`src/rtl/sspe_regs.svh`:
```
// register offsets, field positions and reset values of the execution block
`ifndef SSPE_REGS_SVH
`define SSPE_REGS_SVH

// -----------------------------------------------------------------------------
// byte offsets on the register bus
// -----------------------------------------------------------------------------
`define SSPE_OFF_INSTR    8'h00
`define SSPE_OFF_ACC      8'h04
`define SSPE_OFF_FLAGS    8'h08
`define SSPE_OFF_STATUS   8'h0c
`define SSPE_OFF_MEM_ADDR 8'h10
`define SSPE_OFF_MEM_DATA 8'h14

// -----------------------------------------------------------------------------
// instruction register fields
// -----------------------------------------------------------------------------
`define SSPE_INSTR_OP_LSB   0
`define SSPE_INSTR_OP_MSB   3
`define SSPE_INSTR_BIT_LSB  4
`define SSPE_INSTR_BIT_MSB  6
`define SSPE_INSTR_ADR_LSB  8
`define SSPE_INSTR_ADR_MSB  15
`define SSPE_INSTR_IMM_LSB  16
`define SSPE_INSTR_IMM_MSB  23
`define SSPE_INSTR_WIDTH    24

// -----------------------------------------------------------------------------
// flag register bits
// -----------------------------------------------------------------------------
`define SSPE_FLAG_CARRY     0
`define SSPE_FLAG_HALF      1
`define SSPE_FLAG_ZERO      2
`define SSPE_FLAG_RANGE     3

// -----------------------------------------------------------------------------
// status register bits
// -----------------------------------------------------------------------------
`define SSPE_STAT_BUSY      0
`define SSPE_STAT_SKIP      1
`define SSPE_STAT_CNT_LSB   8
`define SSPE_STAT_CNT_MSB   15

// -----------------------------------------------------------------------------
// reset values
// -----------------------------------------------------------------------------
`define SSPE_RST_INSTR      24'h000000
`define SSPE_RST_ACC        8'h00
`define SSPE_RST_FLAGS      4'h0
`define SSPE_RST_MEM_ADDR   8'h00
`define SSPE_RST_SKIP_CNT   8'h00

`endif

```
`src/rtl/sspe_pkg.sv`:
```
// types shared by the execution block
package sspe_pkg;

   typedef enum logic [3:0] {
      OP_DECR_TO_WORK_SKIP      = 4'h0,
      OP_FILL_BYTE              = 4'h1,
      OP_FILL_BIT               = 4'h2,
      OP_INCR_SKIP_MEM          = 4'h3,
      OP_INCR_TO_WORK_SKIP      = 4'h4,
      OP_SKIP_WHEN_BIT_HIGH     = 4'h5,
      OP_MINUS_TO_WORK          = 4'h6,
      OP_MINUS_TO_MEMORY        = 4'h7,
      OP_MINUS_IMM              = 4'h8,
      OP_NIBBLE_EXCHANGE_MEM    = 4'h9,
      OP_NIBBLE_EXCHANGE_TO_WORK = 4'ha,
      OP_SKIP_WHEN_NULL         = 4'hb,
      OP_LOAD_THEN_SKIP_NULL    = 4'hc,
      OP_SKIP_WHEN_BIT_LOW      = 4'hd
   } sspe_op_e;

   typedef enum logic [2:0] {
      ST_IDLE  = 3'b001,
      ST_EXEC  = 3'b010,
      ST_DUMMY = 3'b100
   } sspe_state_e;

   typedef logic [3:0] sspe_flags_t;

endpackage

```
`src/rtl/sspe_alu_if.sv`:
```
// operands and results between the sequencer and the datapath
`timescale 1ns/1ps
interface sspe_alu_if;
   import sspe_pkg::*;
   sspe_op_e    op;
   logic [7:0]  acc;
   logic [7:0]  mem;
   logic [7:0]  imm;
   logic [2:0]  bit_sel;
   sspe_flags_t flags;
   logic [7:0]  res_acc;
   logic [7:0]  res_mem;
   sspe_flags_t res_flags;
   logic        acc_we;
   logic        mem_we;
   logic        skip;

   modport alu  (input  op, acc, mem, imm, bit_sel, flags,
                 output res_acc, res_mem, res_flags, acc_we, mem_we, skip);
   modport core (output op, acc, mem, imm, bit_sel, flags,
                 input  res_acc, res_mem, res_flags, acc_we, mem_we, skip);
endinterface

```
`src/rtl/sspe_alu.sv`:
```
// combinational datapath: skips, fills, subtraction and nibble exchange
`timescale 1ns/1ps
`include "sspe_regs.svh"
module sspe_alu (
   sspe_alu_if.alu a   // operands in, results out
);
   import sspe_pkg::*;

   logic [7:0] inc_val;
   logic [7:0] dec_val;
   logic [7:0] sub_opnd;
   logic [8:0] diff;
   logic [4:0] half;

   // -----------------------------------------------------------------------------
   // arithmetic
   // -----------------------------------------------------------------------------
   assign inc_val  = a.mem + 8'h01;
   assign dec_val  = a.mem - 8'h01;
   assign sub_opnd = (a.op == OP_MINUS_IMM) ? a.imm : a.mem;
   assign diff     = {1'b0, a.acc} + {1'b0, ~sub_opnd} + 9'h001;
   assign half     = {1'b0, a.acc[3:0]} + {1'b0, ~sub_opnd[3:0]} + 5'h01;

   // -----------------------------------------------------------------------------
   // result selection
   // -----------------------------------------------------------------------------
   always_comb begin
      a.res_acc   = a.acc;
      a.res_mem   = a.mem;
      a.res_flags = a.flags;
      a.acc_we    = 1'b0;
      a.mem_we    = 1'b0;
      a.skip      = 1'b0;
      unique case (a.op)
         OP_DECR_TO_WORK_SKIP: begin
            a.res_acc = dec_val;
            a.acc_we  = 1'b1;
            a.skip    = (dec_val == 8'h00);
         end
         OP_FILL_BYTE: begin
            a.res_mem = 8'hff;
            a.mem_we  = 1'b1;
         end
         OP_FILL_BIT: begin
            a.res_mem = a.mem | (8'h01 << a.bit_sel);
            a.mem_we  = 1'b1;
         end
         OP_INCR_SKIP_MEM: begin
            a.res_mem = inc_val;
            a.mem_we  = 1'b1;
            a.skip    = (inc_val == 8'h00);
         end
         OP_INCR_TO_WORK_SKIP: begin
            a.res_acc = inc_val;
            a.acc_we  = 1'b1;
            a.skip    = (inc_val == 8'h00);
         end
         OP_SKIP_WHEN_BIT_HIGH: begin
            a.skip = a.mem[a.bit_sel];
         end
         OP_SKIP_WHEN_BIT_LOW: begin
            a.skip = ~a.mem[a.bit_sel];
         end
         OP_MINUS_TO_WORK, OP_MINUS_IMM, OP_MINUS_TO_MEMORY: begin
            // four arithmetic flags
            a.res_flags[`SSPE_FLAG_CARRY] = diff[8];
            a.res_flags[`SSPE_FLAG_HALF]  = half[4];
            a.res_flags[`SSPE_FLAG_ZERO]  = (diff[7:0] == 8'h00);
            a.res_flags[`SSPE_FLAG_RANGE] = (a.acc[7] != sub_opnd[7]) &&
                                            (diff[7] != a.acc[7]);
            if (a.op == OP_MINUS_TO_MEMORY) begin
               a.res_mem = diff[7:0];
               a.mem_we  = 1'b1;
            end else begin
               a.res_acc = diff[7:0];
               a.acc_we  = 1'b1;
            end
         end
         OP_NIBBLE_EXCHANGE_MEM: begin
            a.res_mem = {a.mem[3:0], a.mem[7:4]};
            a.mem_we  = 1'b1;
         end
         OP_NIBBLE_EXCHANGE_TO_WORK: begin
            a.res_acc = {a.mem[3:0], a.mem[7:4]};
            a.acc_we  = 1'b1;
         end
         OP_SKIP_WHEN_NULL: begin
            a.skip = (a.mem == 8'h00);
         end
         OP_LOAD_THEN_SKIP_NULL: begin
            a.res_acc = a.mem;
            a.acc_we  = 1'b1;
            a.skip    = (a.mem == 8'h00);
         end
         default: begin
            a.skip = 1'b0;
         end
      endcase
   end

endmodule

```
`src/rtl/sspe_top.sv`:
```
// execution block for skip, fill, subtract and swap instructions
`timescale 1ns/1ps
`include "sspe_regs.svh"
module sspe_top #(
   parameter int DEPTH = 256   // data memory bytes
) (
   input  wire logic        CLOCK_I,     // 100 MHz clock
   input  wire logic        RST_N_I,     // async reset, active low
   input  wire logic        CYC_I,       // wishbone cycle
   input  wire logic        STB_I,       // wishbone strobe
   input  wire logic        WE_I,        // wishbone write enable
   input  wire logic [7:0]  ADR_I,       // wishbone byte address
   input  wire logic [3:0]  SEL_I,       // wishbone byte lanes
   input  wire logic [31:0] DAT_I,       // wishbone write data
   output      logic [31:0] DAT_O,       // wishbone read data
   output      logic        ACK_O,       // wishbone acknowledge
   output      logic        BUSY_O,      // instruction in progress
   output      logic        SKIP_O       // prefetch discarded, dummy cycle
);
   import sspe_pkg::*;

   localparam int AW = $clog2(DEPTH);

   initial begin
      if (DEPTH < 2 || DEPTH > 256)
         $error("sspe_top: DEPTH must be 2 to 256");
   end

   // -----------------------------------------------------------------------------
   // reset release
   // -----------------------------------------------------------------------------
   logic rst_meta_reg;
   logic rst_n;

   always_ff @(posedge CLOCK_I or negedge RST_N_I) begin
      if (!RST_N_I) begin
         rst_meta_reg <= 1'b0;
         rst_n        <= 1'b0;
      end else begin
         rst_meta_reg <= 1'b1;
         rst_n        <= rst_meta_reg;
      end
   end

   // -----------------------------------------------------------------------------
   // state
   // -----------------------------------------------------------------------------
   logic [`SSPE_INSTR_WIDTH-1:0] instr_reg,    instr_next;
   logic [7:0]                   acc_reg,      acc_next;
   sspe_flags_t                  flags_reg,    flags_next;
   logic [7:0]                   mem_addr_reg, mem_addr_next;
   logic [7:0]                   skip_cnt_reg, skip_cnt_next;
   logic                         last_skip_reg, last_skip_next;
   sspe_state_e                  state_reg,    state_next;
   logic                         ack_reg,      ack_next;
   logic [31:0]                  dat_reg,      dat_next;
   logic [7:0]                   mem [DEPTH];
   logic                         mem_we;
   logic [AW-1:0]                mem_wa;
   logic [7:0]                   mem_wd;

   sspe_alu_if alu_bus ();

   sspe_alu sspe_alu_inst (
      .a (alu_bus.alu)
   );

   // -----------------------------------------------------------------------------
   // datapath operands
   // -----------------------------------------------------------------------------
   logic [7:0] op_addr;
   logic [7:0] win_data;

   assign op_addr = instr_reg[`SSPE_INSTR_ADR_MSB:`SSPE_INSTR_ADR_LSB];
   assign win_data = mem[mem_addr_reg[AW-1:0]];

   assign alu_bus.op      = sspe_op_e'(
                            instr_reg[`SSPE_INSTR_OP_MSB:`SSPE_INSTR_OP_LSB]);
   assign alu_bus.acc     = acc_reg;
   assign alu_bus.mem     = mem[op_addr[AW-1:0]];
   assign alu_bus.imm     = instr_reg[`SSPE_INSTR_IMM_MSB:`SSPE_INSTR_IMM_LSB];
   assign alu_bus.bit_sel = instr_reg[`SSPE_INSTR_BIT_MSB:`SSPE_INSTR_BIT_LSB];
   assign alu_bus.flags   = flags_reg;

   // -----------------------------------------------------------------------------
   // bus decode helpers
   // -----------------------------------------------------------------------------
   logic bus_req;
   logic bus_wr;
   logic idle;

   assign bus_req = CYC_I & STB_I & ~ack_reg;
   assign bus_wr  = bus_req & WE_I;
   assign idle    = (state_reg == ST_IDLE);

   function automatic logic [7:0] lane0(input logic [7:0] old,
                                        input logic [31:0] d,
                                        input logic [3:0] s);
      lane0 = s[0] ? d[7:0] : old;
   endfunction

   // -----------------------------------------------------------------------------
   // next-state logic
   // -----------------------------------------------------------------------------
   always_comb begin
      instr_next     = instr_reg;
      acc_next       = acc_reg;
      flags_next     = flags_reg;
      mem_addr_next  = mem_addr_reg;
      skip_cnt_next  = skip_cnt_reg;
      last_skip_next = last_skip_reg;
      state_next     = state_reg;
      ack_next       = bus_req;
      dat_next       = dat_reg;
      mem_we         = 1'b0;
      mem_wa         = mem_addr_reg[AW-1:0];
      mem_wd         = 8'h00;

      // sequencer
      unique case (state_reg)
         ST_IDLE: begin
            if (bus_wr && ADR_I == `SSPE_OFF_INSTR)
               state_next = ST_EXEC;
         end
         ST_EXEC: begin
            if (alu_bus.acc_we)
               acc_next = alu_bus.res_acc;
            flags_next = alu_bus.res_flags;
            if (alu_bus.mem_we) begin
               mem_we = 1'b1;
               mem_wa = op_addr[AW-1:0];
               mem_wd = alu_bus.res_mem;
            end
            last_skip_next = alu_bus.skip;
            if (alu_bus.skip) begin
               state_next    = ST_DUMMY;
               skip_cnt_next = skip_cnt_reg + 8'h01;
            end else begin
               state_next = ST_IDLE;
            end
         end
         ST_DUMMY: begin
            state_next = ST_IDLE;
         end
         default: begin
            state_next = ST_IDLE;
         end
      endcase

      // register writes, refused while an instruction runs
      if (bus_wr && idle) begin
         unique case (ADR_I)
            `SSPE_OFF_INSTR: begin
               if (SEL_I[0]) instr_next[7:0]   = DAT_I[7:0];
               if (SEL_I[1]) instr_next[15:8]  = DAT_I[15:8];
               if (SEL_I[2]) instr_next[23:16] = DAT_I[23:16];
            end
            `SSPE_OFF_ACC:      acc_next      = lane0(acc_reg, DAT_I, SEL_I);
            `SSPE_OFF_FLAGS: begin
               if (SEL_I[0]) flags_next = DAT_I[3:0];
            end
            `SSPE_OFF_MEM_ADDR: mem_addr_next = lane0(mem_addr_reg, DAT_I,
                                                      SEL_I);
            `SSPE_OFF_MEM_DATA: begin
               mem_we = SEL_I[0];
               mem_wd = DAT_I[7:0];
            end
            default: begin
               mem_we = 1'b0;
            end
         endcase
      end

      // register reads
      if (bus_req && !WE_I) begin
         unique case (ADR_I)
            `SSPE_OFF_INSTR:    dat_next = {8'h00, instr_reg};
            `SSPE_OFF_ACC:      dat_next = {24'h000000, acc_reg};
            `SSPE_OFF_FLAGS:    dat_next = {28'h0000000, flags_reg};
            `SSPE_OFF_STATUS:   dat_next = {16'h0000, skip_cnt_reg, 6'h00,
                                            last_skip_reg, ~idle};
            `SSPE_OFF_MEM_ADDR: dat_next = {24'h000000, mem_addr_reg};
            `SSPE_OFF_MEM_DATA: dat_next = {24'h000000, win_data};
            default:            dat_next = 32'h00000000;
         endcase
      end else if (bus_req) begin
         dat_next = 32'h00000000;
      end
   end

   // -----------------------------------------------------------------------------
   // registers
   // -----------------------------------------------------------------------------
   always_ff @(posedge CLOCK_I or negedge rst_n) begin
      if (!rst_n) begin
         instr_reg     <= `SSPE_RST_INSTR;
         acc_reg       <= `SSPE_RST_ACC;
         flags_reg     <= `SSPE_RST_FLAGS;
         mem_addr_reg  <= `SSPE_RST_MEM_ADDR;
         skip_cnt_reg  <= `SSPE_RST_SKIP_CNT;
         last_skip_reg <= 1'b0;
         state_reg     <= ST_IDLE;
         ack_reg       <= 1'b0;
         dat_reg       <= 32'h00000000;
      end else begin
         instr_reg     <= instr_next;
         acc_reg       <= acc_next;
         flags_reg     <= flags_next;
         mem_addr_reg  <= mem_addr_next;
         skip_cnt_reg  <= skip_cnt_next;
         last_skip_reg <= last_skip_next;
         state_reg     <= state_next;
         ack_reg       <= ack_next;
         dat_reg       <= dat_next;
      end
   end

   // data memory, not reset
   always_ff @(posedge CLOCK_I) begin
      if (mem_we)
         mem[mem_wa] <= mem_wd;
   end

   // -----------------------------------------------------------------------------
   // outputs
   // -----------------------------------------------------------------------------
   assign DAT_O  = dat_reg;
   assign ACK_O  = ack_reg;
   assign BUSY_O = ~state_reg[0];
   assign SKIP_O = state_reg[2];

endmodule

```
`config.mk`:
```
export PLATFORM = sky130hd
export DESIGN_NAME = sspe_top
export DESIGN_NICKNAME = d
export VERILOG_FILES = /design/src/rtl/sspe_pkg.sv /design/src/rtl/sspe_alu_if.sv /design/src/rtl/sspe_alu.sv /design/src/rtl/sspe_top.sv
export VERILOG_INCLUDE_DIRS = /design/src /design/src/rtl
export SDC_FILE = /design/constraint.sdc
export NUM_CORES = 2
export LEC_CHECK = 0
export BUFFER_PORTS_ARGS = -buffer_cell sky130_fd_sc_hd__buf_4
export CORE_MARGIN = 2
export CORE_UTILIZATION = 45
export DETAILED_ROUTE_END_ITERATION = 8
export SKIP_CTS_REPAIR_TIMING = 1
export SLEW_MARGIN = 40
export SYNTH_ARGS = -nofsm -noshare
export SYNTH_HDL_FRONTEND = slang
export SYNTH_HIERARCHICAL = 1
export SYNTH_SLANG_ARGS = --single-unit
export TNS_END_PERCENT = 5
```
`constraint.sdc`:
```
create_clock -name CLOCK_I -period 6.5 [get_ports CLOCK_I]
set_clock_uncertainty 0.05 [all_clocks]
set_input_delay 0.65 -clock CLOCK_I [delete_from_list [all_inputs] [get_ports CLOCK_I]]
set_output_delay 0.65 -clock CLOCK_I [all_outputs]
set_load 0.005 [all_outputs]
```
== Word-level counts from Yosys, hierarchy flattened ==
Memories as Yosys holds them, arrays and structs flattened.
Index checks and enable logic that the tools add are counted.
Operators by class
  shift-type cells: 1
  $lt $le $gt $ge: 1
  bitwise operators: 10
  add/subtract/negate cells: 7
  muxes and demuxes: 40
  reductions and logical operators: 23
  equal/unequal tests: 24
Operators with widths (count)
  case mux 24 bit (6 select lines): 1
  two-way mux 8 bit: 14
  case mux 8 bit (5 select lines): 2
  two-way mux 32 bit: 2
  zero test 8 bit: 5
  == test 4 bit, second input constant: 6
  two-way mux 4 bit: 5
  adder 8 x 1 -> 8 bit, second input constant: 2
  == test 4 x 3 -> 1 bit, second input constant: 4
  == test 8 x 4 -> 1 bit, second input constant: 2
  == test 8 x 5 -> 1 bit, second input constant: 2
  AND reduction 3 bit: 4
  OR reduction 4 bit: 3
  adder 8 x 8 -> 9 bit: 1
  adder 9 x 1 -> 9 bit, second input constant: 1
  == test 4 x 2 -> 1 bit, second input constant: 2
  == test 8 x 3 -> 1 bit, second input constant: 1
  two-way mux 1 bit: 8
  NOT 8 bit: 1
  bitwise OR 8 bit: 1
  left shift 1 x 3 -> 8 bit, first input constant: 1
  subtractor 8 x 1 -> 8 bit, second input constant: 1
  two-way mux 3 bit: 2
  case mux 1 bit (2 select lines): 3
  other kinds (22): 32
Storage, ports and cells
  input port bits: 49
  logic and storage cells: 120
  flip-flop bits (word level): 91
  memory bits (writable): 2048
  memories kept: 1
  output and inout port bits: 35
Memories
  mem: depth 256, width 8, read ports 2, clocked after Yosys merged registers in 0, wr ports 1, RTL line sspe_top.sv:57  | logic [7:0] mem [DEPTH];

== Depth between registers and ports, before layout ==
  depth after elaboration: 12
  gate-level depth with buffers: 23
  depth with buffers taken out: 17

== Cells and area by module ==
The synthesis kept the hierarchy.
Modules (own cells, without submodules)
  sspe_top: cells an instance 4924, instances 1, sequential area each 63577.2 µm², area an instance 98962.4 µm²
  sspe_alu: cells an instance 316, instances 1, sequential area each 0.0 µm², area an instance 2019.4 µm²

== Worst setup path before layout ==
No wires, ideal clock.
  kind: register to register
  start: reg instr_reg[9]
  end: mem mem[0][6] (data pin)
  clock period less this slack: 8745 ps
  path buffers: 3
  data arrival time: 7832 ps
  required time: 5586 ps
  path slack: -2245 ps
  cell stages (with the launch flop): 19
  setup time: 864 ps
  path through: dfrtp_1 clkbuf_1 clkbuf_1 clkbuf_1 mux4_2 mux4_2 a22oi_1 a21oi_1 or4_1 inv_1 o21ai_0 ha_1 fa_1 nor2b_1 nor3_1 o31a_1 xnor2_1 a21o_1 a22o_1
On the way
  cells in the longest elaborated chain, start to end: 11
  elaborated cells between the ends (all ways): 13
  classes of those cells: 3 x add/sub; 7 x mux; 2 x bitwise; 1 x memory
RTL lines
  start: declaration: RTL line sspe_top.sv:48  | logic [`SSPE_INSTR_WIDTH-1:0] instr_reg, instr_next;
  start signal: assignment: RTL line sspe_top.sv:196  | instr_reg <= `SSPE_RST_INSTR;
  start signal: assignment: RTL line sspe_top.sv:206  | instr_reg <= instr_next;
  memory (256 x 8 bit) *
  via alu_bus.mem[0]: RTL line sspe_alu_if.sv:7  | logic [7:0] mem;
  two-way mux 8 bit: RTL line sspe_alu.sv:20  | assign sub_opnd = (a.op == OP_MINUS_IMM) ? a.imm : a.mem;
  NOT 8 bit: RTL line sspe_alu.sv:21  | assign diff = {1'b0, a.acc} + {1'b0, ~sub_opnd} + 9'h001;
  adder 8 x 8 -> 9 bit: RTL line sspe_alu.sv:21
  adder 9 x 1 -> 9 bit: RTL line sspe_alu.sv:21
  two-way mux 8 bit: RTL line sspe_alu.sv:71  | if (a.op == OP_MINUS_TO_MEMORY) begin
  case mux 8 bit (5 select lines) *: RTL line sspe_alu.sv:34  | unique case (a.op)
  via alu_bus.res_mem[6]: RTL line sspe_alu_if.sv:12  | logic [7:0] res_mem;
  two-way mux 8 bit *: RTL line sspe_top.sv:129  | if (alu_bus.mem_we) begin
  two-way mux 8 bit *: RTL line sspe_top.sv:120  | unique case (state_reg)
  two-way mux 8 bit: RTL line sspe_top.sv:152  | unique case (ADR_I)
  two-way mux 8 bit *: RTL line sspe_top.sv:151  | if (bus_wr && idle) begin
  via mem_wd[6]: RTL line sspe_top.sv:60  | logic [7:0] mem_wd;
  end: declaration: RTL line sspe_top.sv:57
Mark *: on every way through the listed nets, which the timed path passes. The rest lies on a longest branch.

== Final worst setup path ==
  start: reg instr_reg[8]
  end: mem mem[207][7] (data pin)
Same word-level chain as after synthesis.

==> results.yml <==
clock_network:
  path_clk_slew_ps: 70
  cts_tree: "built"
  clock-root-buffer: "clkbuf_16"
  htreeDepth: 4
  max-clock-path-buffers: 3
  cts.sinks: 2131
  numCtsBuffers: 223
  clk_latency_ps: 920
grt:
  grt_max_degree: 116
  grt-ovfl-total: 0
  grtUsageTotal_pct: 28.5
  grt_pass1_vias: 59400
  grt_pass1_wl_mm: 458
  antenna_found_initial: 12
cells_and_area:
  nNetsFinal: 5719
  largest_reg_flops: 2048
  drive_above_1_share_pct: 38.1
  fillCellCount: 17500
  syn_to_final_growth_pct: 15.1
  final_area_mm2: 0.116
floorplan:
  initial_core_util_pct: 45.3
  io_pins: 84
  die-width_um: 478
  rows: 173
  coreArea_mm2: 0.223
  die_h_um: 478
  die_area_mm2: 0.228
synth:
  ys_ff_latch: 2131
  yosysWarnings: 6
  synth_ff_type: "edfxtp_1"
  netlist_area_mm2: 0.101
  ys_types: 76
  async_reset_ff_share_pct: 3.89
  synth-seq-area-share_pct: 63.0
  synth_edf_count: 2048
  synthCells: 5240
  syn-mean-instance-area_um2: 19.3
placement:
  post-dp-hpwl_mm: 216
  place_area_mm2: 0.109
  portBuffers: 66
  gp_congestion: 0.951
  post-place-ws_ps: 174
route:
  first_pass_iters: 6
  wirelength_mm: 327
  vias: 59400
  avgViaCountPerCell: 6.72
  routedWlPerCell_um: 37.0
  drtAntennaViolNets: 0
  drc_errors: 0
  drtIter0Drc: 8163
sta:
  tns_ps: 0
  finalSetupViolCount: 0
  setup_slack_ps: 45.2
  worstMarginPinSlew_ps: 1030
  fin_crit_ps: 6450
  timing.final.crit_share_pct: 99.3
  hold_viol: 0
  final_max_slew_viol_count: 0
  max_freq_ghz: 0.155
  slew_headroom_pct: 31.1
  rsz0062_at_grt: "no"
setup_path:
  reg2reg_to: "mem[207][7]"
  crit_top_cell: "buf_12"
  endpoint_kind: "flop"
  slowest_stage: "or4_1"
  crit_chain: "buf_12 -> buf_12 -> buf_12 -> buf_4 -> mux4_2 -> mux4_2 -> a22oi_1 -> a21oi_2 -> or4_1 -> mux2i_1 -> ha_1 -> nand2_1 -> mux2i_1 -> a2111oi_4 -> o221ai_1 -> a22o_4 -> buf_12"
  start_kind: "flop"
  crit_type: "reg -> reg"
  worstPathMaxFanout: 80
  timing.critical_path.buf_inv: 5
  r2r-start: "instr_reg[8]"
  reg2reg_depth: 17
  arrival_ps: 6900
  cp.required_ps: 6950
  worst_path_largest_cell_delay_ps: 770
  crit_family: "compound AO/OA/AOI/OAI gates"
  reg2reg_slack_ps: 50
worst_hold_path:
  worstHoldEndpoint: "acc_reg[1]"
  whs_path_depth: 3
  hp-start: "DAT_I[1]"
  hold_path_class: "in -> reg"
flow_run:
  max_cap_viol_count: 0
power_and_ir_drop:
  powerDensity_mw_per_mm2: 241
  ir_worst_vdd_mv: 0.216
  leakagePower_uw: 0.0392
status:
  status: "finished, final reports clean"
==> area by class of cell <==
type                    instances  area, um2  share of cell area, %
flip-flops and latches       2131      63600                   54.7
multi-input cells            2667      35800                   30.8
clock buffers                 273       5810                   5.00
repair buffers                608       5740                   4.94
well taps                    2975       3720                   3.20
clock inverters               146       1430                   1.23
inverters                      24       97.6                 0.0840
diodes                          6       15.0                 0.0129
==> worst register-to-register path: stages, from the launching register on <==
cell and delay [ps]:
dfrtp_4 480, buf_12 180, buf_12 240, buf_12 230
buf_4 220, mux4_2 510, mux4_2 530, a22oi_1 410
a21oi_2 270, or4_1 770, mux2i_1 220, ha_1 320
nand2_1 120, mux2i_1 110, a2111oi_4 430, o221ai_1 200
a22o_4 400, buf_12 220
==> Yosys cell counts (all sizes together), types with 10 or more instances <==
master,instances,area (um2)
clkbuf,220,827
a211oi,16,125
nor2b,22,138
nor2,328,1230
or4,14,109
nand4,13,81.3
edfxtp,2048,61500
xor2,10,87.6
xnor2,12,105
a22o,23,201
mux2i,147,1470
ha,14,175
dfrtp,82,2050
nand3,46,230
nand2b,21,131
a31oi,22,138
mux4,1157,26100
o22ai,18,113
a22oi,129,968
mux2,42,473
a221oi,18,158
buf,205,1190
inv,24,90.1
o221ai,30,263
nor3,26,130
o21ai,74,370
nand2,233,875
a21oi,111,559
a32oi,24,210
==> where the power goes <==
group,internal [uW],switching (uW)
clock network,7170,5550
logic,177,277
registers,14800,11.3
total,22200,5840
==> kinds of logic after synthesis <==
group | after synthesis | share of synthesized area, %
flip-flops | 2131 | 63.0
multiplexers | 1346 | 27.7
AND/OR/NAND/NOR | 753 | 3.24
AO/OA/AOI/OAI | 522 | 3.59
buffers and inverters | 449 | 2.09
XOR/XNOR | 22 | 0.191
adder cells (fa/ha/maj) | 15 | 0.193
other | 2 | 0.00744
==> per-layer routing <==
metal / vias up / track usage, % / wire length (um)
met5: - / 0 / 161
met4: 8 / 13.3 / 17000
met3: 712 / 7.30 / 33500
met2: 3438 / 43.6 / 152000
met1: 31900 / 38.6 / 124000
li1: 23300 / - / -
==> stage by stage <==
stage / total power, uW / utilization (%) / hold WS, ps / std cells
final: 28000 / 52.2 / 11.2 / 8830
after CTS: 28100 / 52.0 / -593 / 8798
after global placement: 15600 / 48.6 / 116 / 8376
after floorplan: 15400 / - / 281 / 5247
after global routing: 28700 / 52.2 / -0.768 / 8825
after detailed placement: 15600 / 48.7 / 122 / 8379
==> cells in the final DEF (no fill, tap or decap), drive strengths merged, types with 16 or more instances in the layout <==
master       instances
o21ai               74
mux2                42
edfxtp            2048
dfrtp               82
nor2b               22
clkinv             111
o22ai               18
nand3               46
nand2b              21
a211oi              16
mux2i              147
o221ai              30
a32oi               24
dlygate4sd3         25
nor2               328
bufinv              20
nand2              233
a22o                23
a22oi              129
nor3                26
buf                582
a31oi               22
a21oi              111
inv                 32
a221oi              18
clkbuf             274
mux4              1157
==> worst max path at each step <==
stage,from,to,slack [ps],cells past startpoint
final,instr_reg[8],mem[207][7],50,17
after global routing,instr_reg[8],mem[17][5],7,20
after CTS,instr_reg[8],mem[192][6],60,18
after detailed placement,instr_reg[8],mem[196][6],170,18
after global placement,instr_reg[8],mem[192][6],130,18
after floorplan,instr_reg[9],mem[0][1],-1770,16
Note: power is estimated with default switching activity, not from simulation.
